**src/logic/wdp_pkg.sv**
```systemverilog
`default_nettype none

// ---------------------------------------------------------------
// watchdog with shared prescaler: constants
// ---------------------------------------------------------------
package wdp_pkg;

	// ---------------------------------------------------------------
	// clock and time-out figures
	// ---------------------------------------------------------------
	localparam int CLK_FREQ_HZ      = 10_000_000;
	localparam int WDT_PERIOD_US    = 18_000;                             // nominal period, no prescaler
	localparam int CYCLES_PER_US    = CLK_FREQ_HZ / 1_000_000;
	localparam int WDT_BASE_CYCLES  = WDT_PERIOD_US * CYCLES_PER_US;      // 180000 cycles
	localparam int BASE_CNT_W       = 24;
	localparam int POST_CNT_W       = 7;                                  // up to 1:128
	localparam int RESET_PULSE_CYCLES = 1;

	// ---------------------------------------------------------------
	// register byte offsets
	// ---------------------------------------------------------------
	localparam logic [7:0] OFS_CONFIG = 8'h00;                            // timer_prescale_config
	localparam logic [7:0] OFS_CMD    = 8'h04;
	localparam logic [7:0] OFS_STATUS = 8'h08;
	localparam logic [7:0] OFS_MASK   = 8'h0C;
	localparam logic [7:0] OFS_COUNT  = 8'h10;
	localparam int         ADDR_W     = 8;

	// ---------------------------------------------------------------
	// configuration register layout
	// ---------------------------------------------------------------
	localparam int         CFG_W          = 8;
	localparam int         CFG_ASSIGN_BIT = 3;                            // prescaler_assign_flag
	localparam int         CFG_RATIO_LSB  = 0;                            // prescale_ratio_bit2..0
	localparam int         CFG_RATIO_W    = 3;
	localparam logic [7:0] CFG_RESET      = 8'hFF;

	// ---------------------------------------------------------------
	// command register bits
	// ---------------------------------------------------------------
	localparam int CMD_CLEAR_BIT = 0;                                     // clear_watchdog_instr
	localparam int CMD_SLEEP_BIT = 1;

	// ---------------------------------------------------------------
	// status and mask layout
	// ---------------------------------------------------------------
	localparam int EV_W         = 3;
	localparam int EV_TIMEOUT   = 0;
	localparam int EV_WAKE      = 1;
	localparam int EV_SLEEP     = 2;
	localparam logic [2:0] MASK_RESET = 3'h0;

	// ---------------------------------------------------------------
	// count register layout
	// ---------------------------------------------------------------
	localparam int CNT_POST_LSB  = 24;
	localparam int CNT_SLEEP_BIT = 31;

	// ---------------------------------------------------------------
	// power states
	// ---------------------------------------------------------------
	typedef enum logic {
		WDP_RUN,
		WDP_SLEEP
	} wdp_power_e;

endpackage

`default_nettype wire

```
**src/logic/wdp_watchdog.sv**
```systemverilog
// The implementer's own choices: the register offsets and the APB interface to the registers.
`default_nettype none

// Notes on behaviour
// - without prescaler, the interval from clear to time-out is nominally 18 ms.
// - software assigns the shared prescaler to the watchdog, ratio up to 1:128.
// - counter expiry issues a full device reset.
// - clear-watchdog instruction zeroes the counter and the assigned prescaler.
// - sleep instruction zeroes the counter and the assigned prescaler too.
// - a time-out while asleep wakes the device through a reset.
// - configuration bit 3 is the assignment flag, bits 2..0 the ratio field.
// - configuration loads all ones on every reset, so prescaler max on watchdog.

module wdp_watchdog #(
	parameter int BASE_CYCLES = wdp_pkg::WDT_BASE_CYCLES
) (
	// clock and reset
	input  wire logic        pclk,
	input  wire logic        presetn,
	// apb slave
	input  wire logic        psel,
	input  wire logic        penable,
	input  wire logic        pwrite,
	input  wire logic [31:0] paddr,
	input  wire logic [31:0] pwdata,
	input  wire logic [3:0]  pstrb,
	output logic             pready,
	output logic [31:0]      prdata,
	output logic             pslverr,
	// system side
	output logic             device_reset,
	output logic             asleep,
	output logic             irq
);

	// ---------------------------------------------------------------
	// local constants
	// ---------------------------------------------------------------
	localparam int                           BW        = wdp_pkg::BASE_CNT_W;
	localparam int                           PW        = wdp_pkg::POST_CNT_W;
	localparam int                           EW        = wdp_pkg::EV_W;
	localparam logic [BW-1:0]                BASE_LAST = BW'(BASE_CYCLES - 1);
	localparam logic [PW-1:0]                POST_ONE  = PW'(1);
	localparam logic [BW-1:0]                BASE_ONE  = BW'(1);

	// ---------------------------------------------------------------
	// state
	// ---------------------------------------------------------------
	logic [wdp_pkg::CFG_W-1:0] timer_prescale_config;
	logic [BW-1:0]             base_cnt;
	logic [PW-1:0]             post_cnt;
	logic [EW-1:0]             status;
	logic [EW-1:0]             mask;
	wdp_pkg::wdp_power_e       power;
	logic                      rst_pulse;

	// ---------------------------------------------------------------
	// apb decode
	// ---------------------------------------------------------------
	wire logic [7:0] reg_addr;
	wire logic       setup_phase;
	wire logic       access_done;
	wire logic       wr_done;
	wire logic       rd_done;
	wire logic       hit_config;
	wire logic       hit_cmd;
	wire logic       hit_status;
	wire logic       hit_mask;
	wire logic       hit_count;
	wire logic       addr_mapped;

	// address and phase decode
	assign reg_addr    = paddr[7:0];
	assign setup_phase = psel & ~penable;
	assign access_done = psel & penable & pready;
	assign wr_done     = access_done & pwrite;
	assign rd_done     = access_done & ~pwrite;
	assign hit_config  = (reg_addr == wdp_pkg::OFS_CONFIG);
	assign hit_cmd     = (reg_addr == wdp_pkg::OFS_CMD);
	assign hit_status  = (reg_addr == wdp_pkg::OFS_STATUS);
	assign hit_mask    = (reg_addr == wdp_pkg::OFS_MASK);
	assign hit_count   = (reg_addr == wdp_pkg::OFS_COUNT);
	assign addr_mapped = (paddr[31:8] == 24'h000000) &
	                     (hit_config | hit_cmd | hit_status | hit_mask | hit_count);

	// ---------------------------------------------------------------
	// instruction strobes from the command register
	// ---------------------------------------------------------------
	wire logic cmd_write;
	wire logic clear_watchdog_instr;
	wire logic sleep_instr;

	// byte lane 0 must be enabled for a command to count
	assign cmd_write            = wr_done & hit_cmd & addr_mapped & pstrb[0];
	assign clear_watchdog_instr = cmd_write & pwdata[wdp_pkg::CMD_CLEAR_BIT];
	assign sleep_instr          = cmd_write & pwdata[wdp_pkg::CMD_SLEEP_BIT];

	// ---------------------------------------------------------------
	// configuration fields
	// ---------------------------------------------------------------
	wire logic                            prescaler_assign_flag;
	wire logic [wdp_pkg::CFG_RATIO_W-1:0] prescale_ratio;
	wire logic [PW-1:0]                   post_last;

	// field extraction from the configuration register
	assign prescaler_assign_flag = timer_prescale_config[wdp_pkg::CFG_ASSIGN_BIT];
	assign prescale_ratio        = timer_prescale_config[wdp_pkg::CFG_RATIO_LSB +: wdp_pkg::CFG_RATIO_W];
	// ratio n gives 2**n base periods per time-out
	assign post_last             = PW'((POST_ONE << prescale_ratio) - POST_ONE);

	// ---------------------------------------------------------------
	// time base and prescaler stepping
	// ---------------------------------------------------------------
	wire logic base_wrap;
	wire logic post_wrap;
	wire logic timeout;
	wire logic restart;

	// base counter spans one nominal period
	assign base_wrap = (base_cnt == BASE_LAST);
	// prescaler only lengthens the period when assigned
	assign post_wrap = ~prescaler_assign_flag | (post_cnt == post_last);
	assign timeout   = base_wrap & post_wrap;
	// instructions restart counter and the assigned prescaler
	assign restart   = clear_watchdog_instr | sleep_instr;

	// ---------------------------------------------------------------
	// next values of the counters
	// ---------------------------------------------------------------
	logic [BW-1:0] next_base_cnt;
	logic [PW-1:0] next_post_cnt;

	// a time-out resets the device, so counting starts over too
	always_comb begin
		next_base_cnt = base_cnt + BASE_ONE;
		next_post_cnt = post_cnt;
		if (restart || timeout) begin
			next_base_cnt = '0;
			next_post_cnt = '0;
		end else if (base_wrap) begin
			next_base_cnt = '0;
			if (prescaler_assign_flag) begin
				next_post_cnt = post_cnt + POST_ONE;
			end
		end
	end

	// counter registers
	always_ff @(posedge pclk or negedge presetn) begin
		if (!presetn) begin
			base_cnt <= '0;
			post_cnt <= '0;
		end else begin
			base_cnt <= next_base_cnt;
			post_cnt <= next_post_cnt;
		end
	end

	// ---------------------------------------------------------------
	// configuration register
	// ---------------------------------------------------------------
	wire logic cfg_write;

	assign cfg_write = wr_done & hit_config & addr_mapped & pstrb[0];

	// reloads all ones on power-on and on a watchdog reset
	always_ff @(posedge pclk or negedge presetn) begin
		if (!presetn) begin
			timer_prescale_config <= wdp_pkg::CFG_RESET;
		end else if (timeout) begin
			timer_prescale_config <= wdp_pkg::CFG_RESET;
		end else if (cfg_write) begin
			timer_prescale_config <= pwdata[wdp_pkg::CFG_W-1:0];
		end
	end

	// ---------------------------------------------------------------
	// power state
	// ---------------------------------------------------------------
	wdp_pkg::wdp_power_e next_power;

	// sleep is left only by a reset, here the watchdog one
	always_comb begin
		next_power = power;
		unique case (power)
			wdp_pkg::WDP_RUN: begin
				if (sleep_instr && !timeout) begin
					next_power = wdp_pkg::WDP_SLEEP;
				end
			end
			wdp_pkg::WDP_SLEEP: begin
				if (timeout) begin
					next_power = wdp_pkg::WDP_RUN;
				end
			end
		endcase
	end

	// power state register
	always_ff @(posedge pclk or negedge presetn) begin
		if (!presetn) begin
			power <= wdp_pkg::WDP_RUN;
		end else begin
			power <= next_power;
		end
	end

	// ---------------------------------------------------------------
	// device reset pulse
	// ---------------------------------------------------------------
	// one cycle per expiry, awake or asleep
	always_ff @(posedge pclk or negedge presetn) begin
		if (!presetn) begin
			rst_pulse <= 1'b0;
		end else begin
			rst_pulse <= timeout;
		end
	end

	// ---------------------------------------------------------------
	// event status, read-to-clear
	// ---------------------------------------------------------------
	wire logic [EW-1:0] ev_set;
	wire logic          status_read;

	assign ev_set[wdp_pkg::EV_TIMEOUT] = timeout;
	assign ev_set[wdp_pkg::EV_WAKE]    = timeout & (power == wdp_pkg::WDP_SLEEP);
	assign ev_set[wdp_pkg::EV_SLEEP]   = sleep_instr;
	assign status_read                 = rd_done & hit_status & addr_mapped;

	// one sticky bit per event; a new event beats the read clear
	genvar gi;
	generate
		for (gi = 0; gi < EW; gi++) begin : g_status
			always_ff @(posedge pclk or negedge presetn) begin
				if (!presetn) begin
					status[gi] <= 1'b0;
				end else if (ev_set[gi]) begin
					status[gi] <= 1'b1;
				end else if (status_read) begin
					status[gi] <= 1'b0;
				end
			end
		end
	endgenerate

	// ---------------------------------------------------------------
	// mask register
	// ---------------------------------------------------------------
	wire logic mask_write;

	assign mask_write = wr_done & hit_mask & addr_mapped & pstrb[0];

	// enables per status bit
	always_ff @(posedge pclk or negedge presetn) begin
		if (!presetn) begin
			mask <= wdp_pkg::MASK_RESET;
		end else if (mask_write) begin
			mask <= pwdata[EW-1:0];
		end
	end

	// ---------------------------------------------------------------
	// read data selection
	// ---------------------------------------------------------------
	wire logic [31:0] count_word;
	wire logic [31:0] next_rdata;

	// counter view with sleep flag on top
	assign count_word = {(power == wdp_pkg::WDP_SLEEP), post_cnt, base_cnt};
	// configuration is write-only and reads as zero
	assign next_rdata = (!addr_mapped) ? 32'h00000000 :
	                    hit_status     ? {29'h00000000, status} :
	                    hit_mask       ? {29'h00000000, mask} :
	                    hit_count      ? count_word :
	                                     32'h00000000;

	// ---------------------------------------------------------------
	// apb answer: one wait-free access cycle after setup
	// ---------------------------------------------------------------
	always_ff @(posedge pclk or negedge presetn) begin
		if (!presetn) begin
			pready  <= 1'b0;
			prdata  <= 32'h00000000;
			pslverr <= 1'b0;
		end else begin
			pready  <= setup_phase;
			prdata  <= (setup_phase && !pwrite) ? next_rdata : 32'h00000000;
			pslverr <= setup_phase & ~addr_mapped;
		end
	end

	// ---------------------------------------------------------------
	// system outputs
	// ---------------------------------------------------------------
	wire logic next_irq;

	// level while any unmasked status bit is set
	assign next_irq = |(status & mask);

	// registered outputs
	always_ff @(posedge pclk or negedge presetn) begin
		if (!presetn) begin
			irq          <= 1'b0;
			asleep       <= 1'b0;
			device_reset <= 1'b0;
		end else begin
			irq          <= next_irq;
			asleep       <= (next_power == wdp_pkg::WDP_SLEEP);
			device_reset <= rst_pulse;
		end
	end

endmodule

`default_nettype wire
```
**config.mk**
```make
export PLATFORM = sky130hd
export DESIGN_NAME = wdp_watchdog
export DESIGN_NICKNAME = d
export VERILOG_FILES = /design/src/logic/wdp_pkg.sv /design/src/logic/wdp_watchdog.sv
export SDC_FILE = /design/constraint.sdc
export NUM_CORES = 1
export LEC_CHECK = 0
export ABC_AREA = 1
export BUFFER_PORTS_ARGS = -buffer_cell sky130_fd_sc_hd__buf_2
export CORE_MARGIN = 3
export CORE_UTILIZATION = 40
export CTS_BUF_LIST = sky130_fd_sc_hd__clkbuf_4
export CTS_CLUSTER_SIZE = 40
export DETAILED_ROUTE_END_ITERATION = 10
export PLACE_DENSITY = 0.66
export SKIP_LAST_GASP = 1
export SYNTH_ARGS = -nofsm -noshare
export SYNTH_HDL_FRONTEND = slang
export SYNTH_SLANG_ARGS = --single-unit
export TNS_END_PERCENT = 5
```
**constraint.sdc**
```tcl
create_clock -name pclk -period 1.6 [get_ports pclk]
set_input_delay 0.16 -clock pclk [delete_from_list [all_inputs] [get_ports pclk]]
set_output_delay 0.16 -clock pclk [all_outputs]
set_load 0.1 [all_outputs]
```
After elaboration in Yosys (flattened, before gate mapping)
Index checks and enable logic that the tools add are counted.

Logic and storage cells: 92. Output and inout port bits: 37. Register bits after elaboration: 79.

Bitwise logic cells: 34. Mux-type cells: 19. Add/sub/neg operators: 3. Eq/ne operators: 6. Shift operators: 1. Reduce and logical (&&, ||, !) cells: 15.

Operators with widths (count): $mux W32 (5); $mux W24 (2); $add A24 B1 Y24 const B (1); $eq A24 B18 Y1 const B (1); $logic_not A24 Y1 (1); $and A1 B1 Y1 (22); $mux W7 (3); $eq A8 B4 Y1 const B (2); $reduce_bool A2 Y1 (6); $eq A8 B3 Y1 const B (1); $eq A8 B5 Y1 const B (1); $logic_not A8 Y1 (1); $mux W4 (2); $add A7 B1 Y7 const B (1); $eq A7 B7 Y1 (1); $shl A1 B3 Y7 const A (1); $sub A7 B1 Y7 const B (1); $mux W1 (6); $or A1 B1 Y1 (6); $not A1 Y1 (5); $and A3 B3 Y3 (1); $reduce_or A3 Y1 (1); $logic_and A1 B1 Y1 (2); $logic_not A1 Y1 (2); 3 further kinds (3).

Logic depth before layout (Yosys ltp)
Gate-level depths: netlist of run 1.

Depth after elaboration: 13. Mapped depth: 12. Gate-level depth less buffers: 12.

Worst setup path before layout of run 1
OpenSTA, ideal clock, no wires.

Kind: flip-flop to flip-flop. Start point: register pready. End point: register post_cnt[1]. Period minus slack after synthesis: 2055 ps. Arrival time: 1930 ps. Setup time: 125 ps. Setup slack: -455 ps. Stages on the path, launching flop included: 9. Path buffers: 1. Path through: dfrtp_1 -> nand3_1 -> nor2_1 -> inv_1 -> nor2_1 -> o211ai_2 -> nand2_4 -> buf_6 -> o22ai_2.

Longest elaborated chain between the ends: 10. Elaborated cells between the ends (all ways): 13. Classes of those cells: mux: 1; bitwise: 8; reduce/logical: 4.

RTL lines: start, declared (RTL line wdp_watchdog.sv:27) `output logic pready,`; start signal, assigned (RTL line wdp_watchdog.sv:287) `pready <= setup_phase;`; $and A1 B1 Y1 * (RTL line wdp_watchdog.sv:75) `assign access_done = psel & penable & pready;`; $and A1 B1 Y1 * (RTL line wdp_watchdog.sv:76) `assign wr_done = access_done & pwrite;`; $and A1 B1 Y1 * (3 in series) (RTL line wdp_watchdog.sv:94) `assign cmd_write = wr_done & hit_cmd & addr_mapped & pstrb[0];`; $and A1 B1 Y1 (on tied branches) (RTL line wdp_watchdog.sv:95, wdp_watchdog.sv:96); $or A1 B1 Y1 * (RTL line wdp_watchdog.sv:125) `assign restart = clear_watchdog_instr | sleep_instr;`; $logic_or A1 B1 Y1 * (RTL line wdp_watchdog.sv:137) `if (restart || timeout) begin`; $reduce_bool A2 Y1 (no source line); $reduce_and A2 Y1 (no source line); end signal, assigned (RTL line wdp_watchdog.sv:155) `post_cnt <= next_post_cnt;`; end, declared (RTL line wdp_watchdog.sv:51) `logic [PW-1:0] post_cnt;`.

Mark *: on every way between the ends. The rest lies on a longest branch, timed or not. A chain may end at the register's enable or synchronous reset.

Final worst setup path of run 1
Start point: register base_cnt[11]. End point: register base_cnt[22].

Longest elaborated chain between the ends: 4. Elaborated cells between the ends (all ways): 6. Classes of those cells: add/sub: 1; eq/ne: 1; mux: 2; bitwise: 1; reduce/logical: 1.

RTL lines: start, declared (RTL line wdp_watchdog.sv:50) `logic [BW-1:0] base_cnt;`; start signal, assigned (RTL line wdp_watchdog.sv:154) `base_cnt <= next_base_cnt;`; branches (longest 3 deep; another with $add A24 B1 Y24); $mux W24 * (RTL line wdp_watchdog.sv:137); named net next_base_cnt[22] (RTL line wdp_watchdog.sv:130) `logic [BW-1:0] next_base_cnt;`.

Mark *: on every way through the listed nets, which the timed path passes.

==> qor.csv, run 1 <==
metric;value;unit
CTS H-tree lvls;3;
Pwr Density;686.2;nW/µm²
Congestion Overflow GR;0;
Inserted Clock Buffers;9;
Post-synth EDFFs;0;
Slew HR;68.24;%
area leader, netlist;dfrtp_1;
DP Wirelength;7.969;mm
post-synthesis sequential area ratio;49.25;%
Slew Limit Fails;0;
Hold Path Stages;3;
critical path arrival;1.99;ns
Iter 0 DRT Violations;141;
antenna violations before repair;0;
Synth Flop Type;dfrtp_1;
drt via density;4.881;
row count;35;
Layout Nets;697;
critical path class;flip-flop to flip-flop;
final hold violation count;0;
die area;11300;µm²
boundary pin count;110;
Yosys warning total;0;
commonest non-fill, non-tap cell in the layout;nand2_1;
TritonRoute pass-1 iters;5;
post-synthesis cell count;478;
Synth cell types;34;
crit share post-route;104.0;%
Setup WS post-layout;-0.06442;ns
Critical Path Source Type;flip-flop;
ranking of synthesized cells by area;dfrtp_1 (47%), nand2_1 (8.9%), nor2_1 (6.3%);
Setup TNS;-0.6262;ns
CTS sink cnt;79;
drt drc;0;
Synth async-reset ratio;100.0;%
Multi-input gate area;1805;µm²
max_cap viols;0;
WP data required;1.92;ns
largest net degree at the start of global routing;35;
Synthesized Nets;553;
worst-skew pair later-pin latency;0.43;ns
routed wire length;10.31;mm
final setup vio count;17;
depth of the most critical reg-to-reg path;7;
Worst Skew;0.01569;ns
GPL Wtd Cong;0.9052;
Post-Syn Area;4024;µm²
Synth Area per Inst;8.418;µm²
Worst-path clk slew;0.13;ns
Final ANT Viol Nets;0;
worst-margin pin slew;0.4720;ns
WL/cell;13.63;µm
post-synthesis sequential element count;79;
failing checks;negative setup slack;
Die W;106.3;µm
Hold Path Class;input pin to flip-flop;
Core Area;9503;µm²
vias in the first global route;3815;
layout cells sized above 1;32.85;%
Die Ht;106.3;µm
first-pass GRT wire length;17.54;mm
Max Root-Sink Buffers;2;
filler cell count;882;
Starting Density;42.34;%
RSZ-0062 raised after global routing;true;
Max Fanout on Critical Path;7;
fin util;55.72;%
Register Area;1986;µm²
worst vdd ir;0.3129;mV
CTS tree;done;
area growth from synthesis to layout;31.59;%
Antenna diodes;0;
gr usage total;19.22;%
clk root buf;clkbuf_4;
maximum clock rate;600.8;MHz
leak pwr;2.736;nW
PortBufs;78;
vias;3690;
Final min period;1.664;ns
share of the synthesized area in the top cell type;46.64;%
Critical Path End Type;flip-flop;
most frequent cells in the layout;nand2_1 (94), buf_2 (77), dfrtp_1 (74), nor2_1 (64), inv_1 (60);
outcome;finished, violations left;
## Yosys cell counts (5+ instances only)
master	count
a21oi_1	5
dfrtp_1	75
inv_1	61
nand2_1	95
nand2_2	6
nand3_1	28
nand3_2	5
nand4_1	11
nor2_1	67
nor2_4	6
nor3_1	31
nor3_2	12
nor4_1	9
o21ai_0	13
xor2_1	11
## metal layers
layer / track usage (%) / vias to the layer above / share of wire (%)
li1: - / 1840 / -
met1: 23.13 / 1742 / 42
met2: 33.85 / 86 / 52
met3: 4.614 / 22 / 4.1
met4: 6.013 / 0 / 2.1
met5: 0 / - / 0
## area by class of cell
class / count / area share (%)
multi-input combinational: 328 / 34.10
clock inverter: 7 / 2.103
tap: 129 / 3.048
timing repair buffer: 140 / 17.44
clock buffer: 9 / 1.276
sequential: 79 / 37.50
inverter: 64 / 4.537
## path summary, 6_finish.rpt
kind                              start  slack [ns]            to
setup / recovery           base_cnt[11]       -0.06  base_cnt[22]
hold / removal                pwdata[1]        0.03     status[2]
setup reg to reg           base_cnt[11]       -0.06  base_cnt[22]
hold reg to reg               rst_pulse        0.37  device_reset
max in group asynchronous       presetn        0.80  base_cnt[11]
min in group asynchronous       presetn        0.20       mask[0]
## critical path, cell delays in order (launching register included)
cell and delay (ns):
dfrtp_1 0.43, nand2_1 0.13, nor2_1 0.18, nand4_1 0.09, nor3b_1 0.35, nand2_1 0.16, nand3_4 0.16, nor2_1 0.06
## cell families (layout without fill, tap and decap cells)
kind of cell | after synthesis | count (layout) | synth area share [%]
buf+inv | 71 | 220 | 7.276
compound gates | 28 | 28 | 4.291
xor+xnor | 11 | 11 | 2.394
simple gates | 287 | 287 | 36.16
fa+ha+maj | 2 | 2 | 0.6218
flops | 79 | 79 | 49.25
## state kept, by name (all words and copies together), names as in the netlist
name	count
pready	1
prdata	32
status	3
rst_pulse	1
base_cnt	24
timer_prescale_config	4
asleep	1
device_reset	1
pslverr	1
post_cnt	7
irq	1
mask	3
## where the power goes
group	leakage, nW	internal, mW	total (mW)	switching, mW
registers	1.06	2.00	2.00	0.00102
clock network	0.0933	0.780	1.45	0.675
logic	1.58	0.0683	0.178	0.110
## what timing repair did
item,CTS,global route
setup endpoints to repair,33,39
hold buffers,6,0
hold endpoints to repair,39,0
pin swaps,3,1
buffers inserted,2,0
resized for setup,4,5
gates cloned,0,0
## stage by stage
stage                     cell area (µm²)  power [mW]  hold slack [ns]  cells  worst slack, ns
after floorplan                      4038       2.090          -0.1356    478        -0.005623
after global placement               4995       2.203           0.1267    732         -0.03838
after detailed placement             4995       2.208           0.1310    732         -0.08941
after CTS                            5274       3.672         0.006497    756         -0.08058
after global routing                 5295       3.762          0.01884    756          -0.2084
final                                5295       3.634          0.02828    756         -0.06442
No activity file was read; power rests on OpenSTA's default activity.
==> run 2, diff against run 1 <==
- CELL_PAD_IN_SITES_DETAIL_PLACEMENT: default -> 1
- CELL_PAD_IN_SITES_GLOBAL_PLACEMENT: default -> 2
- CORE_UTILIZATION: 40 -> 28
- PLACE_DENSITY: 0.66 -> default
- PLACE_DENSITY_LB_ADDON: default -> 0.1
==> run 2 against run 1 <==
Effect of this change:
- the run still ends with negative setup slack left
- sequential cell count unchanged
- sequential share of layout area decreased by 2.4 points
- final cell count increased by 11%
- clock skew increased by 0.0092 ns
- global-route usage decreased by 2.7 points
- largest power group unchanged
==> qor.csv, run 2 (same netlist as run 1, synthesis figures left out) <==
metric;value;unit
outcome;finished, violations left;
failing checks;negative setup slack;
max reg flops;32;
area growth from synthesis to layout;40.80;%
critical path class;flip-flop to flip-flop;
most frequent cells in the layout;nand2_1 (91), buf_4 (84), buf_2 (77), dfrtp_1 (73), nor2_1 (63);
CTS H-tree lvls;3;
Iter 0 DRT Violations;123;
Worst-path clk slew;0.14;ns
Inserted Clock Buffers;9;
routed wire length;12.39;mm
Register Area;1987;µm²
WP data required;1.96;ns
fin cells;842;
worst-margin pin slew;0.5284;ns
Max Root-Sink Buffers;2;
PortBufs;78;
drt via density;4.504;
register name with the most flops;prdata;
Die W;125.9;µm
RSZ-0062 raised after global routing;true;
final setup vio count;29;
Multi-input gate area;1844;µm²
max_cap viols;0;
Hold Path Class;input pin to flip-flop;
GPL Wtd Cong;0.8495;
Pwr Density;662.4;nW/µm²
filler cell count;1726;
Die Ht;125.9;µm
placed cell area;5269;µm²
CTS sink cnt;79;
Critical Path Source Type;flip-flop;
Worst Skew;0.02485;ns
final hold violation count;0;
worst-skew pair later-pin latency;0.47;ns
placed insts;811;
Final ANT Viol Nets;0;
Slew HR;64.40;%
final std cell area, no fill;5665;µm²
gr usage total;16.50;%
post-placement worst setup slack;-0.2016;ns
WL/cell;14.71;µm
layout cells sized above 1;37.27;%
TritonRoute pass-1 iters;4;
Setup WS post-layout;-0.09431;ns
crit share post-route;105.9;%
vias;3792;
commonest non-fill, non-tap cell in the layout;nand2_1;
leak pwr;2.872;nW
row count;43;
drt drc;0;
Starting Density;28.77;%
vias in the first global route;4245;
first-pass GRT wire length;20.99;mm
Slew Limit Fails;0;
antenna violations before repair;1;
biggest regs;prdata: 32 flops, base_cnt: 24 flops, post_cnt: 7 flops;
clk root buf;clkbuf_4;
boundary pin count;110;
CTS tree;done;
Core Area;13990;µm²
Critical Path End Type;flip-flop;
worst vdd ir;0.3384;mV
Max Fanout on Critical Path;5;
fin util;40.50;%
maximum clock rate;590.2;MHz
critical path arrival;2.05;ns
DP Wirelength;9.843;mm
Final min period;1.694;ns
Layout Nets;730;
Congestion Overflow GR;0;
largest net degree at the start of global routing;40;
die area;15850;µm²
run 2: final timing paths:
check,end,startpoint,cells past startpoint,slack (ns)
max in group asynchronous,base_cnt[10],presetn,3,0.83
worst max register to register,base_cnt[18],base_cnt[1],12,-0.09
worst min register to register,device_reset,rst_pulse,0,0.36
worst min-delay path,mask[1],pstrb[0],3,0.07
worst max-delay path,base_cnt[18],base_cnt[1],12,-0.09
min in group asynchronous,prdata[29],presetn,2,0.19
run 2: what timing repair did:
action | CTS | global route
hold endpoints to repair | 40 | 0
cloned | 0 | 0
setup buffers | 1 | 4
pin swaps | 5 | 7
hold buffers | 8 | 0
gates resized for setup | 13 | 7
setup endpoints to repair | 38 | 39
run 2: power by group:
group	internal [mW]	switching, mW	leakage (nW)	total [mW]
clock	0.795	0.774	0.0965	1.57
sequential	2.00	0.00117	1.06	2.00
combinational	0.0698	0.113	1.71	0.182
run 2: critical path, cell delays in order (launching register included):
cell	delay (ns)
dfrtp_1	0.38
ha_2	0.19
nand2_2	0.08
nor2_4	0.12
nand2_2	0.08
nor2_4	0.13
nand3_4	0.10
nor2_4	0.13
nand2_2	0.07
nor2_4	0.14
nand2_1	0.07
nand2_1	0.06
nor2_1	0.04
run 2: per-layer routing:
metal  global-route usage (%)  vias to the layer above  routed length [µm]  part of all wire (%)
met4                    5.741                        0                 282                   2.3
met5                        0                        -                   0                     0
met3                    3.393                       18                 362                   2.9
met1                    20.88                     1823                5606                    45
li1                         -                     1897                   -                     -
met2                    28.08                       54                6138                    50
run 2: final cells by class:
class,count,area share [%]
diodes,2,0.08834
clock buffers,9,1.193
clock inverters,7,2.120
inverters,64,4.240
multi-input cells,328,32.55
flip-flops and latches,79,35.07
well taps,180,3.975
repair buffers,173,20.76
run 2: metrics by stage:
step	hold WS, ns	total power [mW]	TNS, ns
floorplan	-0.1356	2.090	-0.005623
global placement	0.1629	2.208	-3.318
detailed placement	0.1600	2.213	-4.487
CTS	0.02865	3.821	-1.308
global route	0.06269	3.927	-6.127
finish	0.07093	3.753	-1.047
==> run 3, diff against run 2 <==
- ABC_AREA: 1 -> 0
- CORE_UTILIZATION: 28 -> 30
==> run 3 against run 2 <==
Effect of this change:
- the flow still finishes with violations (negative setup slack)
- combinational power is essentially flat
- worst setup slack lost 0.11 ns
- critical path depth is 6 lower
- sequential power barely moved
- non-clock buffer count is 14 lower
- largest cell class unchanged
- via count down 18%
- final cell count down 20%
- worst hold slack lost 0.041 ns
- clock power decreased by 34%
- highest routed layer unchanged
- clock skew fell by 0.0092 ns
- die area is 13% lower
==> qor.csv, run 3 <==
metric;value;unit
outcome;finished, violations left;
failing checks;negative setup slack;
Hold Path Class;input pin to flip-flop;
max reg flops;32;
crit path from;base_cnt[19];
clk root buf;clkbuf_4;
CTS tree;done;
Crit path depth;6;
post-synthesis sequential area ratio;53.17;%
Synth Area per Inst;10.68;µm²
Iter 0 DRT Violations;114;
Core Area;12060;µm²
filler cell count;1383;
Die W;117.5;µm
Synthesized Nets;424;
Critical Path Source Type;flip-flop;
worst-skew pair later-pin latency;0.42;ns
CTS H-tree lvls;3;
vias in the first global route;3469;
combinational share of power;5.6;%
register name with the most flops;prdata;
switch share;25.33;%
Yosys warning total;0;
vias;3122;
reg2reg start;base_cnt[19];
Setup WS post-layout;-0.1995;ns
post-synthesis cell count;349;
post-placement worst setup slack;-0.2993;ns
Synth Flop Type;dfrtp_1;
Synth async-reset ratio;100.0;%
WP data required;1.97;ns
Hold Path Stages;3;
CP cell instances;nor4b_4 -> buf_4 -> nand4_2 -> or2_4 -> a221o_1 -> nand2_1;
family with the most delay on the worst path;simple AND/OR/NAND/NOR gates;
final setup vio count;38;
crit share post-route;112.5;%
Clk pwr share;32.3;%
worst-margin pin slew;0.5326;ns
Layout Nets;579;
maximum clock rate;555.7;MHz
commonest non-fill, non-tap cell in the layout;buf_2;
placed insts;656;
CP max stage cell;dfrtp_1;
ranking of synthesized cells by area;dfrtp_1 (50%), and2_1 (5.2%), nor2_1 (4.2%);
worst vdd ir;0.3695;mV
fin cells;677;
DP Wirelength;7.174;mm
Worst path max stage delay;0.43;ns
leak pwr;2.583;nW
Max Fanout on Critical Path;5;
layout cells sized above 1;40.86;%
HP Start;pwdata[1];
critical path class;flip-flop to flip-flop;
WL/cell;14.16;µm
Seq pwr share;62.1;%
first-pass GRT wire length;16.70;mm
list of most frequent post-synthesis cells;dfrtp_1 (75), nor2_1 (42), and2_1 (31);
final hold violation count;0;
Worst-path clk slew;0.12;ns
antenna violations before repair;0;
PortBufs;78;
most frequent cells in the layout;buf_2 (77), dfrtp_1 (73), buf_4 (73), nor2_1 (41), and2_1 (31);
Inserted Clock Buffers;9;
Switch Pwr;0.8159;mW
TritonRoute pass-1 iters;4;
CTS sink cnt;79;
Post-Syn Area;3727;µm²
area leader, netlist;dfrtp_1;
fin util;42.84;%
GPL Wtd Cong;0.7610;
RSZ-0062 raised after global routing;true;
boundary pin count;110;
Critical path buffers and inverters;1;
Die Ht;117.5;µm
drt drc;0;
gr usage total;14.81;%
Slew Limit Fails;0;
Max Root-Sink Buffers;2;
Critical Path End Type;flip-flop;
Int Power;2.405;mW
Post-synth EDFFs;0;
Final min period;1.799;ns
max_cap viols;0;
Worst Skew;0.01561;ns
share of the synthesized area in the top cell type;50.35;%
Congestion Overflow GR;0;
Antenna diodes;0;
Final ANT Viol Nets;0;
biggest regs;prdata: 32 flops, base_cnt: 24 flops, post_cnt: 7 flops;
die area;13800;µm²
post-synthesis sequential element count;79;
most frequent cell after synthesis;dfrtp_1;
area growth from synthesis to layout;38.64;%
row count;40;
Starting Density;30.90;%
critical path arrival;2.16;ns
drt via density;4.612;
Slew HR;64.50;%
largest net degree at the start of global routing;39;
Pwr Density;623.4;nW/µm²
routed wire length;9.588;mm
Synth cell types;57;
depth of the most critical reg-to-reg path;6;
==> run 3: changes by cell type after synthesis, sizes merged, moves of 6 or more <==
cell | previous run | this run
nor4 | 9 | 15
inv | 64 | 16
xnor2 | 0 | 18
o21ai | 13 | 6
nor3 | 44 | 17
nand2 | 104 | 20
and2 | 0 | 32
nand3 | 33 | 10
nor2 | 78 | 42
==> run 3: final cells by class <==
cell class | instances | area [µm²] | area share [%]
Tap cell | 168 | 210.2 | 4.068
Clock inverter | 6 | 36.28 | 0.7022
Timing Repair Buffer | 159 | 1074 | 20.77
Sequential cell | 79 | 1987 | 38.45
Multi-Input combinational cell | 239 | 1725 | 33.39
Inverter | 16 | 60.06 | 1.162
Clock buffer | 10 | 75.07 | 1.453
==> run 3: cells by family after synthesis <==
group / Yosys count / share of synthesized area [%]
AOI/OAI and AO/OA: 31 / 7.318
muxes: 7 / 1.981
buffers and inverters: 31 / 4.128
xor gates and xnor gates: 27 / 6.344
and+or+nand+nor: 172 / 26.38
DFF: 79 / 53.17
adders and majority gates: 2 / 0.6713
==> run 3: through the flow <==
step	power, mW	TNS, ns	hold slack (ns)	area, µm²
finish	3.221	-6.210	0.03006	5167
global route	3.396	-10.74	0.01043	5167
CTS	3.290	-6.732	0.002865	5157
detailed placement	2.217	-13.97	0.1837	4922
global placement	2.214	-14.04	0.1782	4922
floorplan	2.085	-1.745	-0.1356	3812
==> run 3: power groups by stage <==
stage                     combinational (mW)  clock [mW]  sequential (mW)
after detailed placement               0.178           0             2.04
after CTS                              0.186        1.10             2.00
after floorplan                       0.0261           0             2.06
after global placement                 0.175           0             2.04
final                                  0.179        1.04             2.00
after global routing                   0.203        1.19             2.00
==> run 3: repair_timing <==
| action | in CTS | in global routing |
|---|---|---|
| cloned | 0 | 0 |
| pin swaps | 3 | 0 |
| setup buffers | 1 | 0 |
| endpoints found under the setup margin | 38 | 38 |
| hold buffers | 4 | 0 |
| resized for setup | 10 | 2 |
| hold endpoints to repair | 37 | 0 |
==> run 3: worst paths after layout <==
kind / to / slack, ns
hold reg to reg: device_reset / 0.37
setup reg to reg: timer_prescale_config[1] / -0.20
min in group asynchronous: prdata[31] / 0.25
setup / recovery: timer_prescale_config[1] / -0.20
max in group asynchronous: base_cnt[20] / 0.81
hold / removal: status[2] / 0.03
==> run 3: worst reg2reg max path, stage by stage, from the launching register on <==
cell and delay [ns]:
dfrtp_1 0.43, nor4b_4 0.33, buf_4 0.17, nand4_2 0.08, or2_4 0.28, a221o_1 0.37
nand2_1 0.10
==> run 3: routing by layer <==
| metal | vias to the layer above | share of wire, % | track usage, % |
|---|---|---|---|
| met5 | - | 0 | 0 |
| met4 | 0 | 1.2 | 3.956 |
| met3 | 7 | 4.0 | 3.460 |
| met2 | 71 | 48 | 25.18 |
| met1 | 1528 | 47 | 19.06 |
| li1 | 1516 | - | - |
